`config.mk`:
```
export PLATFORM = sky130hd
export DESIGN_NAME = dbgtc_top
export DESIGN_NICKNAME = d
export VERILOG_FILES = /design/src/hw/dbgtc_pkg.sv /design/src/hw/dbgtc_top.sv
export VERILOG_INCLUDE_DIRS = /design/src /design/src/hw
export SDC_FILE = /design/constraint.sdc
export NUM_CORES = 1
export LEC_CHECK = 0
export BUFFER_PORTS_ARGS = -buffer_cell sky130_fd_sc_hd__buf_2
export CELL_PAD_IN_SITES_DETAIL_PLACEMENT = 1
export CELL_PAD_IN_SITES_GLOBAL_PLACEMENT = 2
export CORE_ASPECT_RATIO = 1.25
export CORE_MARGIN = 3
export CORE_UTILIZATION = 31
export CTS_BUF_LIST = sky130_fd_sc_hd__clkbuf_8
export DETAILED_ROUTE_END_ITERATION = 7
export HOLD_SLACK_MARGIN = 0.05
export PLACE_DENSITY = 0.84
export SLEW_MARGIN = 15
export SYNTH_ARGS = -nofsm -noshare
export SYNTH_HDL_FRONTEND = slang
export SYNTH_SLANG_ARGS = --single-unit
```
`constraint.sdc`:
```
create_clock -name clk_in -period 2.51 [get_ports clk_in]
set_input_delay 0.3765 -clock clk_in [delete_from_list [all_inputs] [get_ports clk_in]]
set_output_delay 0.3765 -clock clk_in [all_outputs]
set_load 0.02 [all_outputs]
```
`src/hw/dbgtc_consts.svh`:
```
// Offsets, field positions, reset values and write masks of the debug trigger control block.
`ifndef DBGTC_CONSTS_SVH
`define DBGTC_CONSTS_SVH
`define DBGTC_OFS_CONTROL 8'h0C
`define DBGTC_OFS_TRIGGER 8'h0D
`define DBGTC_CTL_ENABLE_BIT 7
`define DBGTC_CTL_ARM_BIT 6
`define DBGTC_CTL_TAG_BIT 5
`define DBGTC_CTL_BREAK_REQUEST_ENABLE_BIT 4
`define DBGTC_CTL_LOOP_BIT 0
`define DBGTC_TRG_EXEC_BIT 7
`define DBGTC_TRG_BEGIN_BIT 6
`define DBGTC_CTL_RESET 8'hC0
`define DBGTC_CTL_WMASK 8'hF1
`define DBGTC_TRG_RESET 8'h00
`define DBGTC_TRG_WMASK 8'hCF
`endif

```
`src/hw/dbgtc_pkg.sv`:
```
// Types shared by the debug trigger control block.
package dbgtc_pkg;
    typedef enum logic [3:0]
    {
        DBGTC_A_ONLY = 4'h0,
        DBGTC_A_OR_B = 4'h1,
        DBGTC_A_THEN_B = 4'h2,
        DBGTC_EV_ONLY_B = 4'h3,
        DBGTC_A_THEN_EV_B = 4'h4,
        DBGTC_A_AND_B = 4'h5,
        DBGTC_A_AND_NOT_B = 4'h6,
        DBGTC_INSIDE = 4'h7,
        DBGTC_OUTSIDE = 4'h8
    } dbgtc_mode_t;
    typedef enum logic [2:0]
    {
        DBGTC_ST_IDLE = 3'b001,
        DBGTC_ST_WAIT_B = 3'b010,
        DBGTC_ST_DONE = 3'b100
    } dbgtc_state_t;
endpackage : dbgtc_pkg

```
`src/hw/dbgtc_top.sv`:
```
// Debug trigger control: control and trigger registers, trigger decode, loop capture.
//
// Added by the designer: the plain strobed port.
`timescale 1ns/1ps
`include "dbgtc_consts.svh"

module dbgtc_top
    import dbgtc_pkg::*;
#(
    parameter int ADDR_W = 17
)
(
    input wire logic clk_in,
    input wire logic srst_in,
    input wire logic end_trace_reset_in,
    input wire logic secure_in,
    input wire logic [7:0] addr_in,
    input wire logic [7:0] wdata_in,
    input wire logic wr_in,
    input wire logic rd_in,
    output logic [7:0] rdata_out,
    input wire logic match_a_access_in,
    input wire logic match_a_exec_in,
    input wire logic match_b_access_in,
    input wire logic match_b_exec_in,
    input wire logic range_inside_in,
    input wire logic range_outside_in,
    input wire logic match_c_in,
    input wire logic change_of_flow_in,
    input wire logic [ADDR_W-1:0] cof_addr_in,
    input wire logic paged_access_flag_in,
    output logic fifo_wr_out,
    output logic [ADDR_W-1:0] fifo_addr_out,
    output logic fifo_paged_out,
    output logic count_inc_out,
    output logic [ADDR_W-1:0] comp_c_addr_out,
    output logic trigger_out,
    output logic storing_out,
    output logic break_req_out,
    output logic break_tag_out,
    output logic debug_module_enable_out,
    output logic armed_out
);

    logic [7:0] ctl_ff;
    logic [7:0] trg_ff;
    logic [7:0] rdata_ff;
    logic [ADDR_W-1:0] comp_c_ff;
    logic fifo_wr_ff;
    logic [ADDR_W-1:0] fifo_addr_ff;
    logic fifo_paged_ff;
    logic count_inc_ff;
    logic trig_ff;
    logic break_ff;
    logic end_run_ff;
    dbgtc_state_t state_ff;
    dbgtc_state_t nxt_state;
    logic en;
    logic armed;
    logic loop_sel;
    logic match_a;
    logic match_b;
    logic hit;
    logic event_only;
    logic cof_store;
    logic cof_same;

    assign en = ctl_ff[`DBGTC_CTL_ENABLE_BIT];
    assign armed = en & ctl_ff[`DBGTC_CTL_ARM_BIT];
    assign loop_sel = ctl_ff[`DBGTC_CTL_LOOP_BIT];

    // Control register; secure state forces enable low so debug cannot peek at secured code.
    always_ff @(posedge clk_in)
    begin
        if (srst_in && end_trace_reset_in && en && !trg_ff[`DBGTC_TRG_BEGIN_BIT])
        begin
            ctl_ff[`DBGTC_CTL_ARM_BIT] <= 1'b0;
            ctl_ff[`DBGTC_CTL_BREAK_REQUEST_ENABLE_BIT] <= 1'b0;
            if (secure_in)
            begin
                ctl_ff[`DBGTC_CTL_ENABLE_BIT] <= 1'b0;
            end
        end
        else if (srst_in)
        begin
            ctl_ff <= `DBGTC_CTL_RESET;
            if (secure_in)
            begin
                ctl_ff[`DBGTC_CTL_ENABLE_BIT] <= 1'b0;
            end
        end
        else
        begin
            if (wr_in && addr_in == `DBGTC_OFS_CONTROL)
            begin
                ctl_ff <= wdata_in & `DBGTC_CTL_WMASK;
            end
            else if (end_run_ff)
            begin
                ctl_ff[`DBGTC_CTL_ARM_BIT] <= 1'b0;
            end
            if (secure_in)
            begin
                ctl_ff[`DBGTC_CTL_ENABLE_BIT] <= 1'b0;
            end
        end
    end

    // Trigger register; locked while the arm bit is set, even with enable low, so a running capture sees stable settings.
    always_ff @(posedge clk_in)
    begin
        if (srst_in)
        begin
            if (!(end_trace_reset_in && en && !trg_ff[`DBGTC_TRG_BEGIN_BIT]))
            begin
                trg_ff <= `DBGTC_TRG_RESET;
            end
        end
        else if (wr_in && addr_in == `DBGTC_OFS_TRIGGER && !ctl_ff[`DBGTC_CTL_ARM_BIT])
        begin
            trg_ff <= wdata_in & `DBGTC_TRG_WMASK;
        end
    end

    // Read data is valid in the cycle after the strobe; unmapped offsets read zero.
    always_ff @(posedge clk_in)
    begin
        if (srst_in)
        begin
            rdata_ff <= 8'h00;
        end
        else if (rd_in && addr_in == `DBGTC_OFS_CONTROL)
        begin
            rdata_ff <= ctl_ff & `DBGTC_CTL_WMASK;
        end
        else if (rd_in && addr_in == `DBGTC_OFS_TRIGGER)
        begin
            rdata_ff <= trg_ff;
        end
        else
        begin
            rdata_ff <= 8'h00;
        end
    end

    // Comparator selection: access match or execution match.
    assign match_a = trg_ff[`DBGTC_TRG_EXEC_BIT] ? match_a_exec_in : match_a_access_in;
    assign match_b = trg_ff[`DBGTC_TRG_EXEC_BIT] ? match_b_exec_in : match_b_access_in;
    assign event_only = (trg_ff[3:0] == DBGTC_EV_ONLY_B) || (trg_ff[3:0] == DBGTC_A_THEN_EV_B);

    // Trigger sequencer; sequential modes wait for A before looking at B.
    always_comb
    begin
        nxt_state = state_ff;
        hit = 1'b0;
        case (state_ff)
            DBGTC_ST_IDLE:
            begin
                case (trg_ff[3:0])
                    DBGTC_A_ONLY: hit = match_a;
                    DBGTC_A_OR_B: hit = match_a | match_b;
                    DBGTC_EV_ONLY_B: hit = match_b;
                    DBGTC_A_THEN_B, DBGTC_A_THEN_EV_B:
                    begin
                        if (match_a)
                        begin
                            nxt_state = DBGTC_ST_WAIT_B;
                        end
                    end
                    DBGTC_A_AND_B: hit = match_a & match_b;
                    DBGTC_A_AND_NOT_B: hit = match_a & !match_b;
                    DBGTC_INSIDE: hit = range_inside_in;
                    DBGTC_OUTSIDE: hit = range_outside_in;
                    default: hit = 1'b0;
                endcase
            end
            DBGTC_ST_WAIT_B: hit = match_b;
            DBGTC_ST_DONE: hit = 1'b0;
            default: nxt_state = DBGTC_ST_IDLE;
        endcase
        if (hit)
        begin
            nxt_state = DBGTC_ST_DONE;
        end
        if (!armed)
        begin
            nxt_state = DBGTC_ST_IDLE;
            hit = 1'b0;
        end
    end

    // Sequencer state and end-of-run pulse.
    always_ff @(posedge clk_in)
    begin
        if (srst_in)
        begin
            state_ff <= DBGTC_ST_IDLE;
            trig_ff <= 1'b0;
            end_run_ff <= 1'b0;
        end
        else
        begin
            state_ff <= nxt_state;
            trig_ff <= hit;
            end_run_ff <= hit & !trg_ff[`DBGTC_TRG_BEGIN_BIT];
        end
    end

    // Storage runs before the trigger in end mode, after it in begin mode.
    assign storing_out = armed && (trg_ff[`DBGTC_TRG_BEGIN_BIT] ?
        (state_ff == DBGTC_ST_DONE) : (state_ff != DBGTC_ST_DONE));

    // Loop capture: repeated change-of-flow addresses held in comparator C are dropped.
    assign cof_store = storing_out && change_of_flow_in && !event_only;
    assign cof_same = loop_sel && !event_only && cof_addr_in == comp_c_ff;

    always_ff @(posedge clk_in)
    begin
        if (srst_in)
        begin
            fifo_wr_ff <= 1'b0;
            count_inc_ff <= 1'b0;
            fifo_addr_ff <= '0;
            fifo_paged_ff <= 1'b0;
        end
        else
        begin
            fifo_wr_ff <= cof_store && !cof_same;
            count_inc_ff <= cof_store && !cof_same;
            if (cof_store && !cof_same)
            begin
                fifo_addr_ff <= cof_addr_in;
                fifo_paged_ff <= paged_access_flag_in;
            end
        end
    end

    // Comparator C tracks the last captured address only in loop mode.
    always_ff @(posedge clk_in)
    begin
        if (srst_in)
        begin
            comp_c_ff <= '0;
        end
        else if (cof_store && !cof_same && loop_sel)
        begin
            comp_c_ff <= cof_addr_in;
        end
    end

    // Break request at end of run or, outside loop mode, on comparator C, only when break enable is set.
    always_ff @(posedge clk_in)
    begin
        if (srst_in)
        begin
            break_ff <= 1'b0;
        end
        else
        begin
            break_ff <= en && ctl_ff[`DBGTC_CTL_BREAK_REQUEST_ENABLE_BIT] &&
                (end_run_ff || (match_c_in && !loop_sel));
        end
    end

    assign rdata_out = rdata_ff;
    assign fifo_wr_out = fifo_wr_ff;
    assign fifo_addr_out = fifo_addr_ff;
    assign fifo_paged_out = fifo_paged_ff;
    assign count_inc_out = count_inc_ff;
    assign comp_c_addr_out = comp_c_ff;
    assign trigger_out = trig_ff;
    assign break_req_out = break_ff;
    // Tag selection only matters while a break request can be raised.
    assign break_tag_out = ctl_ff[`DBGTC_CTL_TAG_BIT] & ctl_ff[`DBGTC_CTL_BREAK_REQUEST_ENABLE_BIT];
    assign debug_module_enable_out = en;
    assign armed_out = armed;

endmodule : dbgtc_top

```
=== Word-level counts from Yosys, hierarchy flattened ===
Cells that the tools add are included.

* Word-level logic and storage cells: 116
* Bits in writable memories: 0
* Bits in registers: 63
* Bits in read-only memories: 0
* Bits of input ports: 48
* Output and inout bits: 51
* Bits in latches: 0
* Memories kept: 0

* $add $sub $neg: 0
* Bitwise logic cells: 10
* Multiply operators: 0
* Div/mod/pow operators: 0
* Shift-type cells: 0
* Muxes and demuxes: 24
* Eq/ne operators: 22
* Magnitude comparators: 0
* Reductions and logical operators: 44

{| class="wikitable"
|+ Operators by type and width
! operator !! number
|-
| $mux W8 || 6
|-
| $logic_and A1 B1 Y1 || 20
|-
| $eq A17 B17 Y1 || 1
|-
| $eq A4 B3 Y1 const B || 4
|-
| $eq A8 B4 Y1 const B || 2
|-
| $mux W1 || 10
|-
| $mux W3 || 3
|-
| $ne A3 B3 Y1 const B || 3
|-
| $eq A4 B2 Y1 const B || 2
|-
| $ne A2 B2 Y1 const B || 4
|-
| $reduce_or A2 Y1 || 4
|-
| $pmux W1 S7 || 1
|-
| $logic_not A1 Y1 || 6
|-
| $mux W6 || 1
|-
| $pmux W3 S2 || 1
|-
| $reduce_and A2 Y1 || 3
|-
| $reduce_and A3 Y1 || 2
|-
| $reduce_bool A3 Y1 || 2
|-
| $reduce_or A3 Y1 || 2
|-
| $and A1 B1 Y1 || 5
|-
| $eq A4 B1 Y1 const B || 1
|-
| $eq A4 B4 Y1 const B || 1
|-
| $logic_not A4 Y1 || 1
|-
| $not A1 Y1 || 4
|-
| 9 further kinds || 11
|}

=== Logic depth before layout (Yosys ltp) ===
Gate-level depths: netlist of run 1.

* Word-level depth: 8
* Mapped depth: 8
* Depth with buffers taken out: 5

=== Least setup slack after synthesis of run 1 ===
No wires, ideal clock.

* Kind: input-to-reg
* From: in addr_in[5]
* To: reg trg_ff[0], enable pin
* Path buffers: 0
* Library setup time: 350 ps
* Required time: 2,160 ps
* Setup slack: 605 ps
* Stages on the path: 4
* Arrival: 1,555 ps
* Cells stage by stage: or4_4 > nor3_4 > a41oi_1 > nor2_1

* Word-level cells in the longest chain between the ends: 5

{| class="wikitable"
|+ Ends and longest elaborated chain
! item !! RTL line !! text
|-
| start: declaration || dbgtc_top.sv:17 || <nowiki>input wire logic [7:0] addr_in,</nowiki>
|-
| $eq A8 B4 Y1 (no source line) || -- ||
|-
| $logic_and A1 B1 Y1 (no source line) || -- ||
|-
| $logic_and A1 B1 Y1 || dbgtc_top.sv:119 || <nowiki>else if (wr_in && addr_in == `DBGTC_OFS_TRIGGER && !ctl_ff[`DBGTC_CTL_ARM_BIT])</nowiki>
|-
| $reduce_bool A2 Y1 (no source line) || -- ||
|-
| $reduce_and A2 Y1 (no source line) || -- ||
|-
| end signal: assignment || dbgtc_top.sv:116 || <nowiki>trg_ff <= `DBGTC_TRG_RESET;</nowiki>
|-
| end signal: assignment || dbgtc_top.sv:121 || <nowiki>trg_ff <= wdata_in & `DBGTC_TRG_WMASK;</nowiki>
|-
| end: declaration || dbgtc_top.sv:46 || <nowiki>logic [7:0] trg_ff;</nowiki>
|}

No other way between the ends.
A chain may end at the register's enable or synchronous reset.

=== Worst setup path in the final report of run 1 ===
* From: reg trg_ff[1]
* To: reg fifo_addr_ff[1] (netlist: fifo_addr_out[1])

* Word-level cells in the longest chain between the ends: 7
* Elaborated cells on any way between the ends: 9
* Those cells by class: eq/ne: 2; reduce/logical: 7

{| class="wikitable"
|+ Ends and longest elaborated chain
! item !! RTL line !! text
|-
| $eq A4 B2 Y1 / $eq A4 B3 Y1 (equally long branches) || dbgtc_top.sv:149 || <nowiki>assign event_only = (trg_ff[3:0] == DBGTC_EV_ONLY_B) || (trg_ff[3:0] == DBGTC_A_THEN_EV_B);</nowiki>
|-
| $logic_or A1 B1 Y1 (*) || dbgtc_top.sv:149 ||
|-
| $logic_not A1 Y1 (*) || dbgtc_top.sv:214, dbgtc_top.sv:215 ||
|-
| $logic_and A1 B1 Y1 (2 in a row) || dbgtc_top.sv:215 || <nowiki>assign cof_same = loop_sel && !event_only && cof_addr_in == comp_c_ff;</nowiki>
|-
| $logic_not A1 Y1 || dbgtc_top.sv:230 || <nowiki>if (cof_store && !cof_same)</nowiki>
|-
| $logic_and A1 B1 Y1 (*) || dbgtc_top.sv:230 ||
|-
| end signal: assignment || dbgtc_top.sv:232 || <nowiki>fifo_addr_ff <= cof_addr_in;</nowiki>
|-
| end: declaration || dbgtc_top.sv:50 || <nowiki>logic [ADDR_W-1:0] fifo_addr_ff;</nowiki>
|}

Every way passes the cells marked *; elsewhere a longest branch is shown, timed or not.

==> metrics, run 1 <==
Die Area 0.0104 mm^2; die width 92.0 um; ys async rst share 0%; PortBufs 98; slowest cell delay on critical path 0.59 ns; fmax 0.512 GHz; combinational power share 11.3%; cell count after synthesis 280; Root Driver clkbuf_8; dominant synthesized flop cell dfxtp_1; Setup WS post-layout 0.557 ns; worst hold path class in2reg; internal power 1.60 mW; Filler Cell Count 1074; post_cts resized 0; vias in the first global route 2507; min Tclk post-route 1.95 ns; Worst slew margin 67.1%; Reg clk slew, reported paths 0.07 ns; Clock Skew 0.0125 ns; clk sinks 61; pin count of the biggest net entering global routing 52; cell with the most instances after synthesis nand2_1; leakage 1.85 nW; VDD IR max 0.000333 V; Post-synth EDFFs 9; total setup buffers inserted after CTS 0; Worst EP arrival 2.21 ns; highest-delay cell along the critical path edfxtp_1; worst hold slack 0.290 ns; Worst Path Max Fanout 18; first-pass GRT wire length 12200 um; Switching Power 551 uW; final hold violations 0; via density per instance 4.71; kind of critical path reg2reg; Layout area overhead 26.3%; Initial Util 32.4%; CTS tree built; HPWL after DPL 5810 um; Post-Syn Nets 328; Cell Pwr Density 595 mW/mm^2; pre-CTS setup slack 0.353 ns; Startpoint Class flip-flop; Avg Synthesized Cell Area 10.2 um^2; FP Rows 38; final core occ 40.9%; Remaining Overflow, GRT 0; final WL 7410 um; # DRC 0; ANT cells 0; total power 2.15 mW; status finished, final reports clean; routability cong. 0.757; clock network power share 39.7%; Cell variety after synth 52; RSZ-0062 raised after global routing no; layout cells sized above 1 35.8%; first-pass iteration count of the detailed router 4; Final Cycle Share 77.8%; Synth top area share 36.3%; required time worst endpoint 2.77 ns; dominant cells by area after synthesis dfxtp_1 36%, mux2i_1 13%, edfxtp_1 9.4%; critical path, cell by cell nor4bb_2, nor3b_2, and2_4, o21ai_2, buf_4, mux2i_1; final setup vio count 0; Core Footprint 0.00884 mm^2; post-cts hold buffer count 0; # nets final 426; sequential share of power 49.0%; H-Tree Level Count 3; measured slew at the worst slew-check pin 0.494 ns; Die Y-Extent 113 um; CTS Buf Count 9; number of routed nets with antenna violations 0; initial DRC count 74; reported max-cap violation count 0; Sw Ratio 25.6%; Seq cells post-synth 61; I/O pin count 99; setup tns final 0 ns; Yosys warning count 0; Skew-Pair Late Insertion Delay 0.34 ns; Yosys top cell by area dfxtp_1; gr usage total 14.8%; Crit. End Element flip-flop; CP delay by family, top simple AND/OR/NAND/NOR gates; initial antenna violation count 0; clk buf depth 2; fin. max-slew vios 0; WP buf/inv 1; total number of vias 2369; synthesized cell area 0.00287 mm^2; synth cell count leaders 56 x nand2_1, 52 x dfxtp_1, 36 x mux2i_1, 16 x xor2_1; sequential area share after synthesis 45.8%; wire length per cell 14.7 um
==> power by group through the flow <==
stage	Combinational, mW	Sequential [mW]	Clock (mW)
6_report	0.243	1.05	0.855
5_1_grt	0.270	1.06	0.941
4_1_cts	0.249	1.05	0.888
3_5_place_dp	0.248	1.08	0
3_3_place_gp	0.242	1.07	0
2_1_floorplan	0.144	1.08	0
==> worst min-delay path: stages <==
cell and delay, ns:
buf_2 0.08, mux2i_1 0.06, nor2_1 0.08
==> final timing paths <==
| path | from | end | slack [ns] | cells past startpoint |
|---|---|---|---|---|
| worst max-delay path | trg_ff[1] | fifo_addr_out[1] | 0.56 | 6 |
| worst min-delay path | wdata_in[4] | ctl_ff[4] | 0.29 | 3 |
| worst max register to register | trg_ff[1] | fifo_addr_out[1] | 0.56 | 6 |
| worst min register to register | fifo_addr_out[15] | fifo_addr_out[15] | 0.46 | 2 |
==> metal layers <==
layer  vias to the layer above  routed length (um)  part of all wire [%]  track usage [%]
met2                        68                3910                    53             27.2
li1                       1160                   -                     -                -
met5                         -                   0                     0                0
met1                      1134                2900                    39             15.7
met3                         7                 530                   7.1             5.67
met4                         0                  73                  0.98             4.26
==> stage by stage <==
| stage | instances | area [um^2] |
|---|---|---|
| 2_1_floorplan | 280 | 2870 |
| 3_3_place_gp | 487 | 3420 |
| 3_5_place_dp | 487 | 3420 |
| 4_1_cts | 503 | 3620 |
| 5_1_grt | 503 | 3620 |
| 6_report | 503 | 3620 |
==> registers in the layout, indices dropped and copies added, names as in the netlist <==
name             count
comp_c_addr_out     17
trigger_out          1
end_run_ff           1
fifo_paged_out       1
count_inc_out        1
break_req_out        1
state_ff             3
ctl_ff               5
fifo_addr_out       17
trg_ff               6
rdata_out            8
==> kinds of logic (layout without fill, tap and decap cells) <==
group | after synthesis | count (layout) | synth area share, %
simple gates | 115 | 115 | 23.3
flops | 61 | 61 | 45.8
mux | 40 | 40 | 14.2
compound gates | 23 | 23 | 6.20
buf+inv | 23 | 126 | 4.98
xor+xnor | 18 | 18 | 5.50
==> placed cells by master (no fill, tap or decap), types with 2 or more instances in the layout <==
master / synthesis / final
buf_2: 2 / 98
nand2_1: 56 / 56
dfxtp_1: 52 / 52
mux2i_1: 36 / 36
xor2_1: 16 / 16
inv_1: 8 / 10
clkbuf_8: 0 / 10
nor2_1: 9 / 9
nor2b_1: 9 / 9
edfxtp_1: 9 / 9
and2_1: 7 / 7
a21oi_1: 5 / 5
nand3_1: 4 / 4
nor3_1: 4 / 4
buf_4: 1 / 4
and4b_1: 3 / 3
nor4_2: 3 / 3
a22o_1: 3 / 3
mux2_2: 3 / 3
nand3b_1: 2 / 2
nor3b_2: 2 / 2
xnor2_1: 2 / 2
nor3b_1: 2 / 2
a31oi_1: 2 / 2
a22oi_1: 2 / 2
o21ai_0: 2 / 2
nand4_1: 2 / 2
clkinvlp_4: 0 / 2
==> layout make-up <==
cell class	instances	area, um^2	area share, %
sequential	61	1310	36.2
clock inverter	6	57.6	1.59
clock buffer	10	138	3.80
inverter	8	30.0	0.830
timing repair buffer	102	520	14.4
tap	120	150	4.15
multi-input combinational	196	1410	39.0
Power figures use the tool's default switching activity.
==> inputs of run 2 (changes only) <==
==> constraint.sdc (replaced) <==
create_clock -name clk_in -period 1.94 [get_ports clk_in]
set_input_delay 0.291 -clock clk_in [delete_from_list [all_inputs] [get_ports clk_in]]
set_output_delay 0.291 -clock clk_in [all_outputs]
set_load 0.02 [all_outputs]
==> metrics, run 2 (synthesized netlist as in run 1, its figures left out) <==
measured slew at the worst slew-check pin 0.502 ns (+0.00806 ns); Worst EP arrival 2.04 ns (-0.17 ns); final WL 7460 um (+0.66%); setup tns final 0 ns (unchanged); Startpoint Class flip-flop; Filler Cell Count 1072 (-0.19%); final core occ 41.6% (+0.67 points); Core Footprint 0.00884 mm^2 (unchanged); commonest non-fill, non-tap cell in the layout buf_2; Remaining Overflow, GRT 0 (unchanged); total number of vias 2345 (-1.0%); min Tclk post-route 1.78 ns (-0.169 ns); first-pass GRT wire length 12200 um (-0.11%); Worst Path Max Fanout 17 (-1); Setup WS post-layout 0.156 ns (-0.401 ns); status finished, final reports clean; post-cts hold buffer count 0 (unchanged); final hold violations 0 (unchanged); final setup vio count 0 (unchanged); layout cells sized above 1 36.9% (+1.1 points); Clock Skew 0.00827 ns (-0.00420 ns); vias in the first global route 2481 (-1.0%); CTS Buf Count 9 (unchanged); I/O pin count 99 (unchanged); fin. max-slew vios 0 (unchanged); pin count of the biggest net entering global routing 52 (unchanged); Worst slew margin 66.6% (-0.54 points); worst hold slack 0.203 ns (-0.0865 ns); fmax 0.561 GHz (+9.5%); via density per instance 4.62 (-2.0%); pre-CTS setup slack 0.0116 ns (-0.341 ns); Cell Pwr Density 751 mW/mm^2 (+26%); hold path depth 3 (unchanged); reported max-cap violation count 0 (unchanged); # DRC 0 (unchanged); Final Cycle Share 91.9% (+14 points); worst hold path class in2reg; Die Y-Extent 113 um (unchanged); Reg-to-Reg End comp_c_addr_out[4]; most frequent cells in the layout 98 x buf_2, 56 x nand2_1, 52 x dfxtp_1; clk buf depth 2 (unchanged); RSZ-0062 raised after global routing no; Skew-Pair Late Insertion Delay 0.34 ns (about the same); initial antenna violation count 0 (unchanged); die width 92.0 um (unchanged); first-pass iteration count of the detailed router 4 (unchanged); PortBufs 98 (unchanged); Crit. End Element flip-flop; number of routed nets with antenna violations 0 (unchanged); required time worst endpoint 2.20 ns (-0.57 ns); Root Driver clkbuf_8; # nets final 432 (+1.4%); wire length per cell 14.7 um (-0.33%); CP Capture Point comp_c_addr_out[4]; CTS tree built; FP Rows 38 (unchanged); total setup buffers inserted after CTS 0 (unchanged); critical path startpoint comp_c_addr_out[16]; gr usage total 14.8% (-0.017 points); clk sinks 61 (unchanged); Reg clk slew, reported paths 0.07 ns (about the same); post-route cell area 0.00368 mm^2 (+1.6%); leakage 1.89 nW (+1.7%); slowest cell delay on critical path 0.36 ns (-0.23 ns); Initial Util 32.4% (unchanged); highest-delay cell along the critical path nor4_2; Die Area 0.0104 mm^2 (unchanged); Post-DP Area 0.00349 mm^2 (+2.0%); kind of critical path reg2reg; initial DRC count 34 (-54%); HPWL after DPL 5750 um (-1.1%); critical path, cell by cell xor2_1, nor4_2, nand3_2, o211ai_2, buf_12, mux2i_1; VDD IR max 0.000379 V (+14%); cells on worst reg2reg path 6 (unchanged); ANT cells 0 (unchanged); H-Tree Level Count 3 (unchanged); routability cong. 0.769 (+1.6%); FF-to-FF setup slack 0.16 ns (-0.40 ns); Layout area overhead 28.3%; worst r2r src comp_c_addr_out[16]
run 2: changes by cell type in the layout (fill, tap and decap cells not counted), sizes merged:
cell	previous run	this run
buf	102	108
clkbuf	10	9
clkinv	1	4
clkinvlp	2	1
inv	10	8
run 2: how the worst min path moves through the flow:
stage / startpoint / to / slack [ns]
global route: wdata_in[4] / ctl_ff[4] / 0.20
finish: wdata_in[4] / ctl_ff[4] / 0.20
detailed placement: fifo_addr_out[11] / fifo_addr_out[11] / 0.45
CTS: wdata_in[4] / ctl_ff[4] / 0.18
global placement: fifo_addr_out[15] / fifo_addr_out[15] / 0.45
floorplan: ctl_ff[4] / break_req_out / 0.43
run 2: through the flow:
| step | cells | power (mW) |
|---|---|---|
| after global placement | 493 | 1.72 |
| after floorplan | 280 | 1.59 |
| after global routing | 508 | 2.89 |
| final | 508 | 2.76 |
| after detailed placement | 493 | 1.73 |
| after CTS | 508 | 2.81 |
run 2: power by group:
part           switching [mW]  internal [mW]
combinational           0.187          0.145
clock                   0.499          0.572
sequential             0.0373           1.32
total                   0.724           2.04
run 2: area by class of cell:
cell class | instances | area [um^2] | area share (%)
clock buffer | 9 | 124 | 3.37
timing repair buffer | 108 | 591 | 16.1
inverter | 8 | 30.0 | 0.817
clock inverter | 6 | 55.1 | 1.50
sequential | 61 | 1310 | 35.7
tap | 120 | 150 | 4.08
multi-input combinational | 196 | 1420 | 38.5
run 2: critical path, delay by kind of cell (launching register included):
family / cells / cell delay, ns
and+or+nand+nor: 2 / 0.54
muxes: 1 / 0.21
buffers and inverters: 1 / 0.21
xor gates and xnor gates: 1 / 0.16
DFF: 1 / 0.34
AOI/OAI and AO/OA: 1 / 0.24
run 2: routing by layer:
metal / share of wire [%] / GRT usage (%) / vias up
met1: 41 / 16.7 / 1104
met3: 6.8 / 5.21 / 10
met5: 0 / 0 / -
met4: 1.2 / 4.16 / 0
met2: 50 / 26.4 / 66
li1: - / - / 1165
run 2: what timing repair did:
action,4_1_cts,5_1_grt
resized for setup,0,1
endpoints found under the setup margin,0,23
hold endpoints to repair,0,0
==> inputs of run 3 (changes only) <==
--- a/config.mk
+++ b/config.mk
@@ -6,16 +6,17 @@
 export SDC_FILE = /design/constraint.sdc
 export NUM_CORES = 1
 export LEC_CHECK = 0
+export ABC_AREA = 1
 export BUFFER_PORTS_ARGS = -buffer_cell sky130_fd_sc_hd__buf_2
 export CELL_PAD_IN_SITES_DETAIL_PLACEMENT = 1
 export CELL_PAD_IN_SITES_GLOBAL_PLACEMENT = 2
 export CORE_ASPECT_RATIO = 1.25
 export CORE_MARGIN = 3
-export CORE_UTILIZATION = 31
+export CORE_UTILIZATION = 27
 export CTS_BUF_LIST = sky130_fd_sc_hd__clkbuf_8
 export DETAILED_ROUTE_END_ITERATION = 7
 export HOLD_SLACK_MARGIN = 0.05
-export PLACE_DENSITY = 0.84
+export PLACE_DENSITY = 0.83
 export SLEW_MARGIN = 15
 export SYNTH_ARGS = -nofsm -noshare
 export SYNTH_HDL_FRONTEND = slang
==> metrics, run 3 <==
Post-Syn Nets 482 (+47%); kind of critical path reg2out; Reg clk slew, reported paths 0.07 ns (about the same); Post-synth EDFFs 9 (unchanged); most frequent cells in the layout 110 x nand2_1, 98 x buf_2, 81 x inv_1; Synth top area share 35.0% (-1.3 points); VDD IR max 0.000275 V (-27%); gr usage total 15.3% (+0.52 points); # nets final 584 (+35%); Core Footprint 0.0107 mm^2 (+21%); fin. max-slew vios 0 (unchanged); Layout area overhead 29.0%; Cell variety after synth 32 (-38%); commonest non-fill, non-tap cell in the layout nand2_1; status finished, final reports clean; sequential area share after synthesis 44.1% (-1.7 points); I/O pin count 99 (unchanged); Worst slew margin 76.6% (+10 points); area taken by multi-input logic gates 0.00128 mm^2 (-9.6%); synth cell count leaders 110 x nand2_1, 80 x inv_1, 75 x nor2_1, 52 x dfxtp_1; Initial Util 27.9% (-4.5 points); post-synthesis xor/xnor area fraction 0% (-5.5 points); ANT cells 0 (unchanged); clk sinks 61 (unchanged); Avg Synthesized Cell Area 6.85 um^2 (-33%); wire length per cell 13.7 um (-7.0%); vias in the first global route 3098 (+25%); post-synthesis compound-gate area fraction 6.86% (+0.66 points); measured slew at the worst slew-check pin 0.351 ns (-0.150 ns); Skew-Pair Late Insertion Delay 0.36 ns (+0.02 ns); post-cts hold buffer count 0 (unchanged); initial antenna violation count 0 (unchanged); final WL 9200 um (+23%); synthesized cell area 0.00297 mm^2 (+3.8%); Sequential Area 0.00131 mm^2 (unchanged); Most Crowded Layer GR met2; via density per instance 4.47 (-3.3%); Cell Pwr Density 793 mW/mm^2 (+5.5%); # DRC 0 (unchanged); Clock Skew 0.0126 ns (+0.00429 ns); Remaining Overflow, GRT 0 (unchanged); worst hold path class in2reg; post-synthesis mux area share 0% (-14 points); total setup buffers inserted after CTS 0 (unchanged); Worst Path Max Fanout 3 (-14); ys async rst share 0% (unchanged); pin count of the biggest net entering global routing 36 (-31%); CTS Buf Count 9 (unchanged); met2 Use GR 27.5% (+1.0 points); met1 Use GR 17.6% (+0.95 points); die width 99.9 um (+8.5%); PortBufs 98 (unchanged); Seq cells post-synth 61 (unchanged); clk buf depth 2 (unchanged); first-pass GRT wire length 14700 um (+20%); non-filler cells, final 673 (+32%); cell with the most instances after synthesis nand2_1; initial DRC count 54 (+59%); routability cong. 0.779 (+1.3%); post-route cell area 0.00383 mm^2 (+4.3%); CTS tree built; Root Driver clkbuf_8; simple-gate share of the synthesized area 35.7% (+12 points); final setup vio count 0 (unchanged); H-Tree Level Count 3 (unchanged); Worst EP arrival 1.39 ns (-0.65 ns); cell count after synthesis 434 (+55%); dominant cells by area after synthesis dfxtp_1 35%, nand2_1 14%, inv_1 10%; RSZ-0062 raised after global routing no; number of instances in the placed design 657 (+33%); setup tns final 0 ns (unchanged); met3 Use GR 3.84% (-1.4 points); required time worst endpoint 1.65 ns (-0.55 ns); Yosys top cell by area dfxtp_1; Filler Cell Count 1401 (+31%); fmax 0.594 GHz (+6.0%); worst hold slack 0.168 ns (-0.0350 ns); number of routed nets with antenna violations 0 (unchanged); Die Area 0.0123 mm^2 (+18%); Post-DP Area 0.00360 mm^2 (+3.1%); min Tclk post-route 1.68 ns (-0.100 ns); largest family of logic cells by synthesized area simple AND/OR/NAND/NOR gates; Crit. End Element output pin; reported max-cap violation count 0 (unchanged); FF-to-FF setup slack 0.26 ns (+0.10 ns); FP Rows 42 (+11%); Yosys warning count 0 (unchanged); Startpoint Class flip-flop; dominant synthesized flop cell dfxtp_1; leakage 2.07 nW (+9.6%); total number of vias 3005 (+28%); first-pass iteration count of the detailed router 4 (unchanged); adder-cell share of the synthesized area 0% (unchanged); final hold violations 0 (unchanged); layout cells sized above 1 26.6% (-10 points); HPWL after DPL 7320 um (+27%); Final Cycle Share 86.8% (-5.2 points); Die Y-Extent 123 um (+8.7%)
## run 3: changes by cell type after synthesis, sizes merged, moves of 20 or more
cell / previous run / this run
nand2: 56 / 112
nor2: 9 / 88
nand4: 2 / 23
mux2i: 37 / 0
o21ai: 3 / 23
inv: 8 / 84
## run 3: final cells by class
type	count	area share [%]
flip-flops and latches	61	34.2
multi-input cells	275	33.4
repair buffers	105	14.2
inverters	84	8.29
well taps	132	4.31
clock buffers	10	3.59
clock inverters	6	2.06
## run 3: worst max-delay path, cell delays in order, from the launching register on
cell	delay (ns)
dfxtp_1	0.35
nor2_1	0.06
nand2_1	0.10
inv_1	0.07
nand2_1	0.07
nand3_2	0.13
inv_1	0.10
buf_2	0.16
## run 3: timing repair
| item | in CTS | in global routing |
|---|---|---|
| hold endpoints to repair | 0 | 0 |
| endpoints found under the setup margin | 0 | 35 |
| gates resized for setup | 0 | 3 |
## run 3: metal layers
metal | routed length [um] | share of wire (%)
met5 | 0 | 0
met4 | 133 | 1.4
met3 | 420 | 4.6
met2 | 4760 | 52
met1 | 3880 | 42
## run 3: stage by stage
| step | power (mW) | setup slack (ns) | utilization [%] |
|---|---|---|---|
| 2_1_floorplan | 1.64 | 0.243 | - |
| 3_3_place_gp | 1.80 | 0.0660 | 33.8 |
| 3_5_place_dp | 1.81 | 0.0254 | 33.8 |
| 4_1_cts | 3.08 | 0.0552 | 35.8 |
| 5_1_grt | 3.19 | 0.0676 | 35.9 |
| 6_report | 3.04 | 0.257 | 35.9 |
## run 3: kinds of logic (layout without fill, tap and decap cells)
group	after synthesis	count (layout)
and+or+nand+nor	240	240
buffers and inverters	98	205
DFF	61	61
AOI/OAI and AO/OA	35	35
## run 3: final timing paths
path / start / depth (start not counted) / to
min: wdata_in[4] / 3 / ctl_ff[4]
min reg2reg: trg_ff[6] / 1 / end_run_ff
max reg2reg: comp_c_addr_out[9] / 11 / fifo_addr_out[3]
max: state_ff[1] / 7 / storing_out
## run 3: power breakdown
part | internal, mW | switching (mW)
Combinational | 0.146 | 0.266
Sequential | 1.33 | 0.0321
Clock | 0.745 | 0.518
